[src/fbm_pkg.sv]
// Purpose: shared constants and types of the flash bus mode host
// Assumes: 100 MHz clk, asynchronous parallel flash on the far side
// Notes:   pin timings are plain defaults; set them from the part in use

package fbm_pkg;

  // ==========================================================
  // widths and clock
  localparam int ADDR_W   = 22;
  localparam int DATA_W   = 16;
  localparam int CLK_NS   = 10;
  localparam int SYNC_LAT = 5; // three stages, agree edge, one edge of sampling slack

  // ==========================================================
  // pin timing, in ns, then in whole cycles rounded up
  localparam int SELECT_ACCESS_NS  = 70;
  localparam int WE_LOW_NS         = 40;
  localparam int WE_HIGH_NS        = 20;
  localparam int RESET_PULSE_NS    = 500;
  localparam int RESET_RECOVERY_NS = 50;
  localparam int BUSY_VALID_NS     = 100;

  localparam int SELECT_ACCESS_CYC  = (SELECT_ACCESS_NS + CLK_NS - 1) / CLK_NS;
  localparam int WE_LOW_CYC         = (WE_LOW_NS + CLK_NS - 1) / CLK_NS;
  localparam int WE_HIGH_CYC        = (WE_HIGH_NS + CLK_NS - 1) / CLK_NS;
  localparam int RESET_PULSE_CYC    = (RESET_PULSE_NS + CLK_NS - 1) / CLK_NS;
  localparam int RESET_RECOVERY_CYC = (RESET_RECOVERY_NS + CLK_NS - 1) / CLK_NS;
  localparam int BUSY_VALID_CYC     = (BUSY_VALID_NS + CLK_NS - 1) / CLK_NS;

  // ==========================================================
  // sequence lengths in write cycles
  localparam int PROG_LEN     = 4;
  localparam int PROG_BYP_LEN = 2;
  localparam int ERASE_LEN    = 6;
  localparam int ENTRY_LEN    = 3;

  // ==========================================================
  // operations and controller states
  typedef enum logic [3:0] {
    OP_READ       = 4'h0,
    OP_WRITE      = 4'h1,
    OP_PROG       = 4'h2,
    OP_ERASE_SECT = 4'h3,
    OP_ERASE_ADD  = 4'h4,
    OP_ERASE_CHIP = 4'h5,
    OP_BYPASS     = 4'h6,
    OP_AUTOSEL    = 4'h7,
    OP_RESET      = 4'h8
  } fbm_op_t;

  typedef enum logic [2:0] {
    S_IDLE   = 3'b000,
    S_CHK    = 3'b001,
    S_WSET   = 3'b010,
    S_WLO    = 3'b011,
    S_WHI    = 3'b100,
    S_RD     = 3'b101,
    S_BUSY   = 3'b110,
    S_RST    = 3'b111
  } fbm_state_t;

endpackage

[src/fbm_sync_if.sv]
// Purpose: carries raw pin levels to the synchroniser and clean ones back
// Assumes: one clock domain on the controller side
// Notes:   none

interface fbm_sync_if #(parameter int W = 17);
  logic [W-1:0] raw;
  logic [W-1:0] val;
  modport owner (output raw, input val);
  modport sync  (input raw, output val);
endinterface

[src/fbm_pin_sync.sv]
// Purpose: three-stage input synchroniser with agreement filter
// Assumes: inputs change asynchronously to clk
// Notes:   clean value starts low, which reads as busy until settled

module fbm_pin_sync
  import fbm_pkg::*;
#(
  parameter int W = 17
) (
  input wire logic clk,
  input wire logic rst,
  fbm_sync_if.sync p
);

  // ==========================================================
  // per-bit stages
  genvar i;
  generate
    for (i = 0; i < W; i++) begin : g_bit
      logic s1_r, s2_r, s3_r, v_r;
      always_ff @(posedge clk) begin
        if (rst) begin
          s1_r <= 1'b0;
          s2_r <= 1'b0;
          s3_r <= 1'b0;
          v_r  <= 1'b0;
        end else begin
          s1_r <= p.raw[i];
          s2_r <= s1_r;
          s3_r <= s2_r;
          // a level counts only once two later stages agree
          if (s2_r == s3_r) begin
            v_r <= s3_r;
          end
        end
      end
      assign p.val[i] = v_r;
    end
  endgenerate

endmodule

[src/fbm_host.sv]
// Purpose: host controller driving a parallel NOR flash through its pins
// Assumes: one op per request; command words given as parameters
// Notes:   reads while a program or erase runs wait for ready
//
// Contract
// - command write cycles: write strobe and select low, output gate high.
// - while accelerating, host programs with the two-cycle bypass sequence.
// - autoselect reads use ordinary read timing.
// - host waits the full select access time before taking read data.
// - host waits the recovery time after reset rises before reading.
// - host should re-issue a program or erase cut short by reset; fbm_host does not re-issue, it only raises reissue_hint.

module fbm_host
  import fbm_pkg::*;
#(
  parameter int          AW        = ADDR_W,
  parameter int          DW        = DATA_W,
  parameter logic [21:0] UNLK1_A   = 22'h000001,
  parameter logic [15:0] UNLK1_D   = 16'h0001,
  parameter logic [21:0] UNLK2_A   = 22'h000002,
  parameter logic [15:0] UNLK2_D   = 16'h0002,
  parameter logic [15:0] PROG_D    = 16'h0003,
  parameter logic [15:0] ERASE_D   = 16'h0004,
  parameter logic [15:0] SECT_D    = 16'h0005,
  parameter logic [15:0] CHIP_D    = 16'h0006,
  parameter logic [15:0] BYPASS_D  = 16'h0007,
  parameter logic [15:0] AUTOSEL_D = 16'h0008
) (
  input  wire logic          clk,
  input  wire logic          rst,
  input  wire logic          cmd_valid,
  output logic               cmd_ready,
  input  wire logic [3:0]    cmd_op,
  input  wire logic [AW-1:0] cmd_addr,
  input  wire logic [DW-1:0] cmd_data,
  input  wire logic          accel_req,
  output logic               rsp_valid,
  output logic [DW-1:0]      rsp_data,
  output logic               autosel_active,
  output logic               reissue_hint,
  output logic               accel_high_voltage_en,
  output logic [AW-1:0]      flash_addr,
  output logic               lower_half_select_n,
  output logic               output_gate_n,
  output logic               write_strobe_n,
  output logic               reset_n,
  output logic [DW-1:0]      dq_o,
  output logic               dq_oe,
  input  wire logic [DW-1:0] dq_i,
  input  wire logic          ready_busy_n
);

  // ==========================================================
  // state
  typedef struct packed {
    fbm_state_t    st;
    fbm_op_t       op;
    logic [2:0]    step;
    logic [15:0]   cnt;
    logic [AW-1:0] ca;
    logic [DW-1:0] cd;
    logic          bypass;
    logic          autosel;
    logic          running;
    logic          intr;
    logic          accel;
    logic          ce_n;
    logic          oe_n;
    logic          we_n;
    logic          rst_n;
    logic          dq_oe;
    logic [AW-1:0] a;
    logic [DW-1:0] dq;
    logic          ready;
    logic          rv;
    logic [DW-1:0] rd;
  } fbm_host_st_t;

  typedef struct packed {
    logic          last;
    logic [AW-1:0] a;
    logic [DW-1:0] d;
  } fbm_word_t;

  fbm_host_st_t s_r, s_nxt;
  fbm_word_t    w;
  logic         byp_eff;
  logic         rb_s;
  logic [DW-1:0] dq_s;

  fbm_sync_if #(.W(DW + 1)) sy ();
  assign sy.raw = {ready_busy_n, dq_i};
  assign {rb_s, dq_s} = sy.val;

  fbm_pin_sync #(.W(DW + 1)) i_fbm_pin_sync (
    .clk (clk),
    .rst (rst),
    .p   (sy)
  );

  // ==========================================================
  // command word for a given step
  function automatic fbm_word_t seq_word(input fbm_op_t op, input logic [2:0] st,
                                         input logic byp, input logic [AW-1:0] ad,
                                         input logic [DW-1:0] dd);
    fbm_word_t r;
    logic [AW-1:0] u1, u2;
    r  = '0;
    u1 = AW'(UNLK1_A);
    u2 = AW'(UNLK2_A);
    case (st)
      3'd0:    r = '{1'b0, u1, DW'(UNLK1_D)};
      3'd1:    r = '{1'b0, u2, DW'(UNLK2_D)};
      3'd3:    r = '{1'b0, u1, DW'(UNLK1_D)};
      3'd4:    r = '{1'b0, u2, DW'(UNLK2_D)};
      default: r = '{1'b0, u1, DW'(ERASE_D)};
    endcase
    case (op)
      OP_WRITE, OP_ERASE_ADD: r = '{1'b1, ad, (op == OP_WRITE) ? dd : DW'(SECT_D)};
      OP_PROG: begin
        if (byp) begin
          r = (st == 3'd0) ? '{1'b0, ad, DW'(PROG_D)} : '{1'b1, ad, dd};
        end else if (st == 3'd2) begin
          r = '{1'b0, u1, DW'(PROG_D)};
        end else if (st == 3'd3) begin
          r = '{1'b1, ad, dd};
        end
      end
      OP_ERASE_SECT: if (st == 3'd5) r = '{1'b1, ad, DW'(SECT_D)};
      OP_ERASE_CHIP: if (st == 3'd5) r = '{1'b1, u1, DW'(CHIP_D)};
      OP_BYPASS:     if (st == 3'd2) r = '{1'b1, u1, DW'(BYPASS_D)};
      OP_AUTOSEL:    if (st == 3'd2) r = '{1'b1, u1, DW'(AUTOSEL_D)};
      default:       r = r;
    endcase
    return r;
  endfunction

  assign byp_eff = s_r.bypass | s_r.accel;
  assign w       = seq_word(s_r.op, s_r.step, byp_eff, s_r.ca, s_r.cd);

  // ==========================================================
  // next state
  always_comb begin
    s_nxt    = s_r;
    s_nxt.rv = 1'b0;
    if (s_r.cnt != 16'h0000) begin
      s_nxt.cnt = s_r.cnt - 16'h0001;
    end
    case (s_r.st)
      S_IDLE: begin
        // accelerate level only moves between ops, never mid-sequence
        if (!s_r.running) begin
          s_nxt.accel = accel_req;
        end
        if (cmd_valid) begin
          s_nxt.op   = fbm_op_t'(cmd_op);
          s_nxt.ca   = cmd_addr;
          s_nxt.cd   = cmd_data;
          s_nxt.step = 3'd0;
          s_nxt.intr = 1'b0;
          s_nxt.st   = S_CHK;
        end
      end
      S_CHK: begin
        if (s_r.running && s_r.op != OP_ERASE_ADD && s_r.op != OP_RESET) begin
          s_nxt.st  = S_BUSY;
          s_nxt.cnt = 16'(BUSY_VALID_CYC + SYNC_LAT);
        end else if (s_r.op == OP_RESET) begin
          s_nxt.st    = S_RST;
          s_nxt.rst_n = 1'b0;
          s_nxt.ce_n  = 1'b1;
          s_nxt.oe_n  = 1'b1;
          s_nxt.cnt   = 16'(RESET_PULSE_CYC);
        end else if (s_r.op == OP_READ) begin
          s_nxt.st   = S_RD;
          s_nxt.a    = s_r.ca;
          s_nxt.ce_n = 1'b0;
          s_nxt.oe_n = 1'b0;
          s_nxt.cnt  = 16'(SELECT_ACCESS_CYC + SYNC_LAT);
        end else begin
          s_nxt.st    = S_WSET;
          s_nxt.a     = w.a;
          s_nxt.dq    = w.d;
          s_nxt.dq_oe = 1'b1;
          s_nxt.ce_n  = 1'b0;
          s_nxt.oe_n  = 1'b1;
          s_nxt.cnt   = 16'h0001;
        end
      end
      S_WSET: if (s_r.cnt == 16'h0001) begin
        s_nxt.st   = S_WLO;
        s_nxt.we_n = 1'b0;
        s_nxt.cnt  = 16'(WE_LOW_CYC);
      end
      S_WLO: if (s_r.cnt == 16'h0001) begin
        s_nxt.st    = S_WHI;
        s_nxt.we_n  = 1'b1;
        s_nxt.ce_n  = 1'b1;
        s_nxt.dq_oe = 1'b0;
        s_nxt.cnt   = 16'(WE_HIGH_CYC);
      end
      S_WHI: if (s_r.cnt == 16'h0001) begin
        if (w.last) begin
          s_nxt.st = S_IDLE;
          if (s_r.op == OP_PROG || s_r.op == OP_ERASE_SECT ||
              s_r.op == OP_ERASE_CHIP || s_r.op == OP_ERASE_ADD) begin
            s_nxt.running = 1'b1;
          end
          if (s_r.op == OP_BYPASS) s_nxt.bypass = 1'b1;
          if (s_r.op == OP_AUTOSEL) s_nxt.autosel = 1'b1;
        end else begin
          s_nxt.step = s_r.step + 3'd1;
          s_nxt.st   = S_CHK;
        end
      end
      S_RD: if (s_r.cnt == 16'h0001) begin
        s_nxt.rv   = 1'b1;
        s_nxt.rd   = dq_s;
        s_nxt.ce_n = 1'b1;
        s_nxt.oe_n = 1'b1;
        s_nxt.st   = S_IDLE;
      end
      S_BUSY: if (s_r.cnt == 16'h0000 && rb_s) begin
        // select stays high meanwhile; the device finishes on its own
        s_nxt.running = 1'b0;
        s_nxt.st      = S_CHK;
      end
      S_RST: begin
        if (!s_r.rst_n) begin
          if (s_r.cnt == 16'h0001) begin
            s_nxt.rst_n   = 1'b1;
            s_nxt.cnt     = 16'(RESET_RECOVERY_CYC + SYNC_LAT);
            s_nxt.intr    = s_r.running;
            s_nxt.running = 1'b0;
            s_nxt.bypass  = 1'b0;
            s_nxt.autosel = 1'b0;
          end
        end else if (!rb_s) begin
          s_nxt.cnt = 16'(RESET_RECOVERY_CYC + SYNC_LAT);
        end else if (s_r.cnt == 16'h0000) begin
          s_nxt.st = S_IDLE;
        end
      end
      default: s_nxt.st = S_IDLE;
    endcase
    s_nxt.ready = (s_nxt.st == S_IDLE);
  end

  always_ff @(posedge clk) begin
    if (rst) begin
      s_r       <= '0;
      s_r.st    <= S_IDLE;
      s_r.ce_n  <= 1'b1;
      s_r.oe_n  <= 1'b1;
      s_r.we_n  <= 1'b1;
      s_r.rst_n <= 1'b1;
      s_r.ready <= 1'b1;
    end else begin
      s_r <= s_nxt;
    end
  end

  // ==========================================================
  // outputs
  assign cmd_ready             = s_r.ready;
  assign rsp_valid             = s_r.rv;
  assign rsp_data              = s_r.rd;
  assign autosel_active        = s_r.autosel;
  assign reissue_hint          = s_r.intr;
  assign accel_high_voltage_en = s_r.accel;
  assign flash_addr            = s_r.a;
  assign lower_half_select_n   = s_r.ce_n;
  assign output_gate_n         = s_r.oe_n;
  assign write_strobe_n        = s_r.we_n;
  assign reset_n               = s_r.rst_n;
  assign dq_o                  = s_r.dq;
  assign dq_oe                 = s_r.dq_oe;

  // ==========================================================
  // checks
  logic [3:0]  wcnt_r;
  logic [15:0] celo_r, rlo_r, since_r;
  logic        byp_acc_r;
  always_ff @(posedge clk) begin
    if (rst) begin
      wcnt_r    <= 4'h0;
      celo_r    <= 16'h0000;
      rlo_r     <= 16'h0000;
      since_r   <= 16'hFFFF;
      byp_acc_r <= 1'b0;
    end else begin
      if (s_r.st == S_IDLE && cmd_valid) begin
        wcnt_r <= 4'h0;
        byp_acc_r <= byp_eff;
      end else if (s_nxt.st == S_WLO && s_r.st == S_WSET) begin
        wcnt_r <= wcnt_r + 4'h1;
      end
      celo_r  <= (!s_r.ce_n && !s_r.oe_n) ? celo_r + 16'h0001 : 16'h0000;
      rlo_r   <= !s_r.rst_n ? rlo_r + 16'h0001 : 16'h0000;
      since_r <= !s_r.rst_n ? 16'h0000 : (since_r == 16'hFFFF ? since_r : since_r + 16'h0001);
    end
  end

  a_write_pin_levels: assert property (@(posedge clk) disable iff (rst)
    !write_strobe_n |-> !lower_half_select_n && output_gate_n && dq_oe) else $error("write cycle pin levels");
  a_prog_cycle_count: assert property (@(posedge clk) disable iff (rst)
    $rose(cmd_ready) && s_r.op == OP_PROG && $past(s_r.st) == S_WHI |-> wcnt_r == (byp_acc_r ? 4'd2 : 4'd4))
    else $error("program sequence length");
  a_accel_two_cycle: assert property (@(posedge clk) disable iff (rst)
    $rose(cmd_ready) && s_r.op == OP_PROG && s_r.accel && $past(s_r.st) == S_WHI |-> wcnt_r == 4'd2)
    else $error("accelerated program not two cycles");
  a_erase_cycle_count: assert property (@(posedge clk) disable iff (rst)
    $rose(cmd_ready) && (s_r.op == OP_ERASE_SECT || s_r.op == OP_ERASE_CHIP) && $past(s_r.st) == S_WHI
    |-> wcnt_r == 4'd6) else $error("erase sequence length");
  a_read_access_wait: assert property (@(posedge clk) disable iff (rst)
    rsp_valid |-> $past(celo_r) >= 16'(SELECT_ACCESS_CYC)) else $error("read taken too early");
  a_reset_pulse_min: assert property (@(posedge clk) disable iff (rst)
    $rose(reset_n) |-> $past(rlo_r) >= 16'(RESET_PULSE_CYC - 1)) else $error("reset pulse too short");
  a_reset_bus_quiet: assert property (@(posedge clk) disable iff (rst)
    !reset_n |-> lower_half_select_n && write_strobe_n && output_gate_n) else $error("bus active in reset");
  a_reset_recovery: assert property (@(posedge clk) disable iff (rst)
    $fell(lower_half_select_n) |-> since_r > 16'(RESET_RECOVERY_CYC)) else $error("access before recovery");
  a_reset_ready_wait: assert property (@(posedge clk) disable iff (rst)
    $rose(cmd_ready) && $past(s_r.st) == S_RST |-> $past(rb_s, 1) && $past(rb_s, 2))
    else $error("left reset while busy");

endmodule

[config.mk]
export PLATFORM = sky130hd
export DESIGN_NAME = fbm_host
export DESIGN_NICKNAME = d
export VERILOG_FILES = /design/src/fbm_pkg.sv /design/src/fbm_sync_if.sv /design/src/fbm_pin_sync.sv /design/src/fbm_host.sv
export SDC_FILE = /design/constraint.sdc
export NUM_CORES = 1
export LEC_CHECK = 0
export BUFFER_PORTS_ARGS = -buffer_cell sky130_fd_sc_hd__buf_2
export CAP_MARGIN = 20
export CELL_PAD_IN_SITES_DETAIL_PLACEMENT = 1
export CELL_PAD_IN_SITES_GLOBAL_PLACEMENT = 2
export CORE_MARGIN = 3
export CORE_UTILIZATION = 31
export DETAILED_ROUTE_END_ITERATION = 8
export GPL_TIMING_DRIVEN = 0
export PLACE_DENSITY = 0.8
export SLEW_MARGIN = 25
export SYNTH_ARGS = -nofsm -noshare
export SYNTH_HDL_FRONTEND = slang
export SYNTH_SLANG_ARGS = --single-unit
[constraint.sdc]
create_clock -name clk -period 1.9 [get_ports clk]
set_input_delay 0.19 -clock clk [delete_from_list [all_inputs] [get_ports clk]]
set_output_delay 0.19 -clock clk [all_outputs]
set_load 0.02 [all_outputs]
* Word-level counts from Yosys, hierarchy flattened
Cells that the tools add are included.
** Storage, ports and cells
- Flip-flop bits (word level) :: 198
- Bits in latches :: 0
- Memory bits (writable) :: 0
- Bits in read-only memories :: 0
- Input port bits :: 63
- Output and inout port bits :: 64
- Logic and storage cells :: 264
- Memories kept :: 0
** Cells by class
- Add/subtract/negate cells :: 2
- Multipliers :: 0
- Divide/modulo/power cells :: 0
- $lt $le $gt $ge :: 0
- Eq/ne operators :: 57
- Shift operators :: 0
- Multiplexer cells :: 70
- Bitwise gates (word level) :: 6
- Reductions and logical operators :: 40
** Operators with widths (number)
- two-way mux 39 bit :: 9
- one-hot mux 39 bit (6 select lines) :: 1
- two-way mux 16 bit :: 8
- one-hot mux 16 bit (4 select lines) :: 1
- two-way mux 3 bit :: 15
- two-way mux 40 bit :: 1
- one-hot mux 18 bit (2 select lines) :: 1
- inequality test 2 bit, second input constant :: 17
- one-hot mux 3 bit (8 select lines) :: 1
- two-way mux 22 bit :: 1
- == test 3 bit, second input constant :: 6
- == test 1 bit :: 17
- two-way mux 17 bit :: 1
- == test 16 x 1 -> 1 bit, second input constant :: 1
- == test 4 x 3 -> 1 bit, second input constant :: 4
- zero test 16 bit :: 1
- AND reduction 4 bit :: 4
- nonzero test 16 bit :: 1
- subtractor 16 x 1 -> 16 bit, second input constant :: 1
- nonzero test 2 bit :: 7
- two-way mux 1 bit :: 13
- == test 3 x 2 -> 1 bit, second input constant :: 4
- two-way mux 4 bit :: 3
- two-way mux 6 bit :: 2
- other kinds (26) :: 55

* Depth between registers and ports, before layout
- Depth in word-level cells :: 11
- Depth in mapped cells :: 10

* Hierarchy
Synthesis repeated with hierarchy kept, for this count alone.
** Unflattened totals
- Cell total of the unflattened synthesis :: 968
- Area total of the unflattened synthesis :: 8298.0 um^2
** By module, submodules not included
- fbm_host :: instances 1, cells an instance 774, area each 6202.2 um^2, seq. area each 2602.5 um^2
- fbm_pin_sync :: instances 1, cells an instance 194, area each 2095.8 um^2, seq. area each 1361.3 um^2

* Worst setup path after synthesis
Ideal clock, no wire load.
- Kind :: register to register
- From :: register s_r[105] in the netlist's numbering
- To :: register s_r[122] in the netlist's numbering
- Arrival time :: 1.972 ns
- Slack :: -0.138 ns
- Cell stages (with the launch flop) :: 9
- Path buffers :: 0
- Clock period less this slack :: 2.038 ns
- Cells stage by stage :: dfxtp_1 inv_1 ha_1 nor4b_2 o211ai_1 a2111oi_4 nor2_2 or3_1 a21oi_2
** On the way
- Longest elaborated chain between the ends :: 3
** Ends and longest elaborated chain
- from (decl) :: RTL line fbm_host.sv:85 : fbm_host_st_t s_r, s_nxt;
- from (signal assigned) :: RTL line fbm_host.sv:259 : s_r <= s_nxt;
- == test 16 x 1 -> 1 bit :: RTL line fbm_host.sv:202 : S_WHI: if (s_r.cnt == 16'h0001) begin
- inequality test 2 bit (no line)
- AND reduction 4 bit (no line)
Every way passes these cells.
A chain may end at the register's enable or synchronous reset.

* Worst setup path after layout
- From :: register s_r[108] in the netlist's numbering
- To :: register s_r[111] in the netlist's numbering
** On the way
- Longest elaborated chain between the ends :: 5
- Elaborated cells between the ends (all ways) :: 10
- Classes of those cells :: 1 x add/sub; 1 x eq/ne; 7 x mux; 1 x reduce/logical
** Ends and longest elaborated chain
- subtractor 16 x 1 -> 16 bit or nonzero test 16 bit (tied branches) :: RTL line fbm_host.sv:147, fbm_host.sv:146
- two-way mux 16 bit :: RTL line fbm_host.sv:146 : if (s_r.cnt != 16'h0000) begin
- two-way mux 16 bit, on equally long branches :: RTL line fbm_host.sv:230, fbm_host.sv:238
- two-way mux 16 bit :: RTL line fbm_host.sv:229 : if (!s_r.rst_n) begin
- one-hot mux 16 bit (4 select lines) (*) :: RTL line fbm_host.sv:149 : case (s_r.st)
Every way passes the cells marked *; elsewhere a longest branch is shown, timed or not.

==> summary.txt <==
Clock tree
  • CTS tree: yes
  • # H-tree levels: 4
  • Clk slew on worst S/H paths: 80 ps
  • Clock sink count: 198
  • CTS Buf Count: 17
  • Root buf cell: clkbuf_16
  • Clock Latency Late Sink: 440 ps
  • Clk buf depth: 2

Drt
  • DR pass1 iterations: 4
  • Routed vias: 7,897
  • DR vias/cell: ~5
  • DRC Markers: 0
  • Routed wire length: 28.6 mm
  • Final ANT Viol Nets: 0
  • Drt wl/cell: around 18 µm
  • First DRT Iteration DRCs: between 400 and 500

GRT
  • First-pass GRT wire length: ~43 mm
  • Gr usage total: around 18%
  • Remaining Overflow, GRT: 0
  • Initial antenna violation count: 0
  • Vias in the first global route: 7,886
  • Largest net degree at the start of global routing: 22

Timing
  • Setup repair after global routing missed its margin: yes
  • Final Setup Violations: 59
  • Clock Skew: 15.8 ps
  • Final worst setup slack: -226 ps
  • Slew @ Worst Pin: just over 800 ps
  • Slew Limit Fails: 0
  • Tcrit/Tclk final: 112%
  • Minimum clock period: 2130 ps
  • Hold Vio Cnt, Final: 0
  • FMAX: 470 MHz
  • Slew headroom: 46.0%

Layout
  • Fillers: approximately 3,000
  • Layout cells sized above 1: between 40 and 50%
  • Area of the multi-input gates: 0.00489 mm²
  • Area delta synth->final: 46.8%
  • Post-layout util: 47.0%
  • # diodes: 0
  • Final Net Count: 1,321
  • Fin area: 0.0124 mm²
  • Storage element area: 0.00399 mm²

Placement
  • Port Buffer Count: 125
  • RePlAce Congestion: 0.822
  • DP Area: 0.00951 mm²
  • Final HPWL DP: 18.1 mm

Setup path
  • Setup Crit Path Kind: reg2reg
  • CP Launch Type: register
  • Worst Setup End Kind: register
  • CP arrival: 2450 ps
  • Reg2reg path depth: 7
  • Max FO, Critical Path: 5
  • Worst path required time: between 2000 and 2500 ps

Flow run
  • Max-cap violation count: 0

Logic synthesis
  • Synth Flop Type: dfxtp_1
  • Synth top area cells: dfxtp_1 47%, nand2_1 8.4%, a21oi_1 7.3%, buf_4 5.2%, nor2b_1 4.4%
  • Post-synth top area cell: dfxtp_1
  • Post-Syn Area per Cell: 8.39 µm²
  • Synth Net Count: 1,079
  • Count leader, synth: dfxtp_1
  • Asr flop ratio synth: 0%
  • Register area share after synthesis: 46.9%
  • Mapped cell area: between 0.008 and 0.009 mm²
  • Seq cells post-synth: a little under 200
  • Leading post-synthesis cells by instance count: 198 x dfxtp_1, 190 x nand2_1, 123 x a21oi_1, 59 x buf_4, 59 x nor2b_1
  • Synth unique cells: 74
  • Post-Synthesis Cells: 1,008
  • Number of synthesized flops with an enable pin: 0
  • Yosys warning count: 0
  • Top-area cell type share of the netlist area: 46.9%

Run status
  • Outcome: finished with violations
  • Failing checks: negative setup slack

Hold path
  • Worst Hold Class: in2reg
  • Hold Path Cell Cnt: 3

Floorplanning
  • Core box area: 0.0264 mm²
  • Top Ports: 127
  • Chip height: 171 µm
  • Initial Util: approximately a third
  • FP Rows: 59
  • Die Wd: 171 µm
  • Die ar.: 0.0293 mm²

Power and ir drop
  • Leakage power total: about 5 nW
  • Peak supply drop: 696 µV
  • Power per Cell Area: between 1000 and 1500 mW/mm²
==> cell families (layout without fill, tap and decap cells) <==
family	after synthesis	after routing	synth area share, %
AOI/OAI and AO/OA	236	236	16.7
xor gates and xnor gates	15	15	1.55
adders and majority gates	8	8	1.18
buffers and inverters	130	384	9.01
DFF	198	198	46.9
muxes	6	6	0.725
and+or+nand+nor	415	416	24.0
==> metrics by stage <==
| stage | TNS (ps) | worst slack [ps] | power, mW | hold slack, ps | instances |
|---|---|---|---|---|---|
| after floorplan | -1520 | -73.8 | 7.17 | 318 | 1008 |
| after global placement | -43120 | -793 | 8.08 | 396 | 1468 |
| after detailed placement | -44440 | -786 | 8.12 | 404 | 1468 |
| after CTS | -2280 | -148 | 12.9 | 0.190 | 1572 |
| after global routing | -11030 | -272 | 14.5 | 7.51 | 1598 |
| final | -6220 | -226 | 13.8 | 9.96 | 1598 |
==> critical path, cell delays in order, from the launching register on <==
cell	delay [ps]
dfxtp_1	360
nor3_4	400
nand4_4	270
or3_4	410
a21oi_4	170
or3_4	210
clkbuf_16	170
a21oi_2	30
==> layout by cell type, fill, tap and decap left out, types with 7 or more instances in the layout <==
cell	instances
nand3_4	16
a22oi_2	10
nor2_1	44
dlygate4sd3_1	45
inv_1	7
nand2_1	166
nand2_4	14
nand2_2	9
nor3_2	7
clkbuf_2	9
buf_4	100
nor2b_1	58
nand3_2	9
buf_2	128
nand3_1	8
nand3b_1	7
nor3_1	10
nor2_2	8
a21oi_1	78
buf_6	12
xnor2_1	8
clkbuf_16	22
clkbuf_1	24
a21oi_2	44
dfxtp_1	187
o21ai_0	28
==> routing by layer <==
metal  routed length, µm  vias up  global-route usage, %
met5                   0        -                      0
met4                 467        0                   5.21
met3                1040       35                   2.87
met2               13900      183                   31.2
met1               13100     3825                   24.3
li1                    -     3854                      -
==> final timing paths <==
path | start | to | slack, ps
max | s_r[108] | s_r[111] | -230
min | cmd_data[3] | s_r[69] | 10
max reg2reg | s_r[108] | s_r[111] | -230
min reg2reg | i_fbm_pin_sync.g_bit[1].s1_r | i_fbm_pin_sync.g_bit[1].s2_r | 430
==> power breakdown <==
group          switching (mW)  leakage [nW]  internal, mW
sequential              0.353          1.62          4.51
clock                    1.88         0.294          1.83
combinational            2.95          3.09          2.32
==> sequential cells by signal, summed over array words and instances, names as in the netlist, 16 cells and up <==
signal,flops
dq_o,16
flash_addr,22
i_fbm_pin_sync.g_bit.s1_r,17
i_fbm_pin_sync.g_bit.s2_r,17
i_fbm_pin_sync.g_bit.s3_r,17
i_fbm_pin_sync.g_bit.v_r,17
rsp_data,16
s_r,66
==> cell type report <==
cell class                      count  area share (%)
Multi-Input combinational cell    681            39.4
Sequential cell                   198            32.1
Timing Repair Buffer              226            13.1
Buffer                            113            6.61
Clock buffer                       18            3.53
Tap cell                          335            3.37
Clock inverter                     14            1.42
Inverter                           13           0.473
==> what timing repair did <==
action | in CTS | in global routing
setup buffers | 28 | 23
resized for setup | 136 | 212
endpoints found under the setup margin | 126 | 112
hold endpoints to repair | 45 | 0
pin swaps | 29 | 93
gates cloned | 2 | 5
hold buffers | 45 | 0
(Power assumes the default switching activity.)
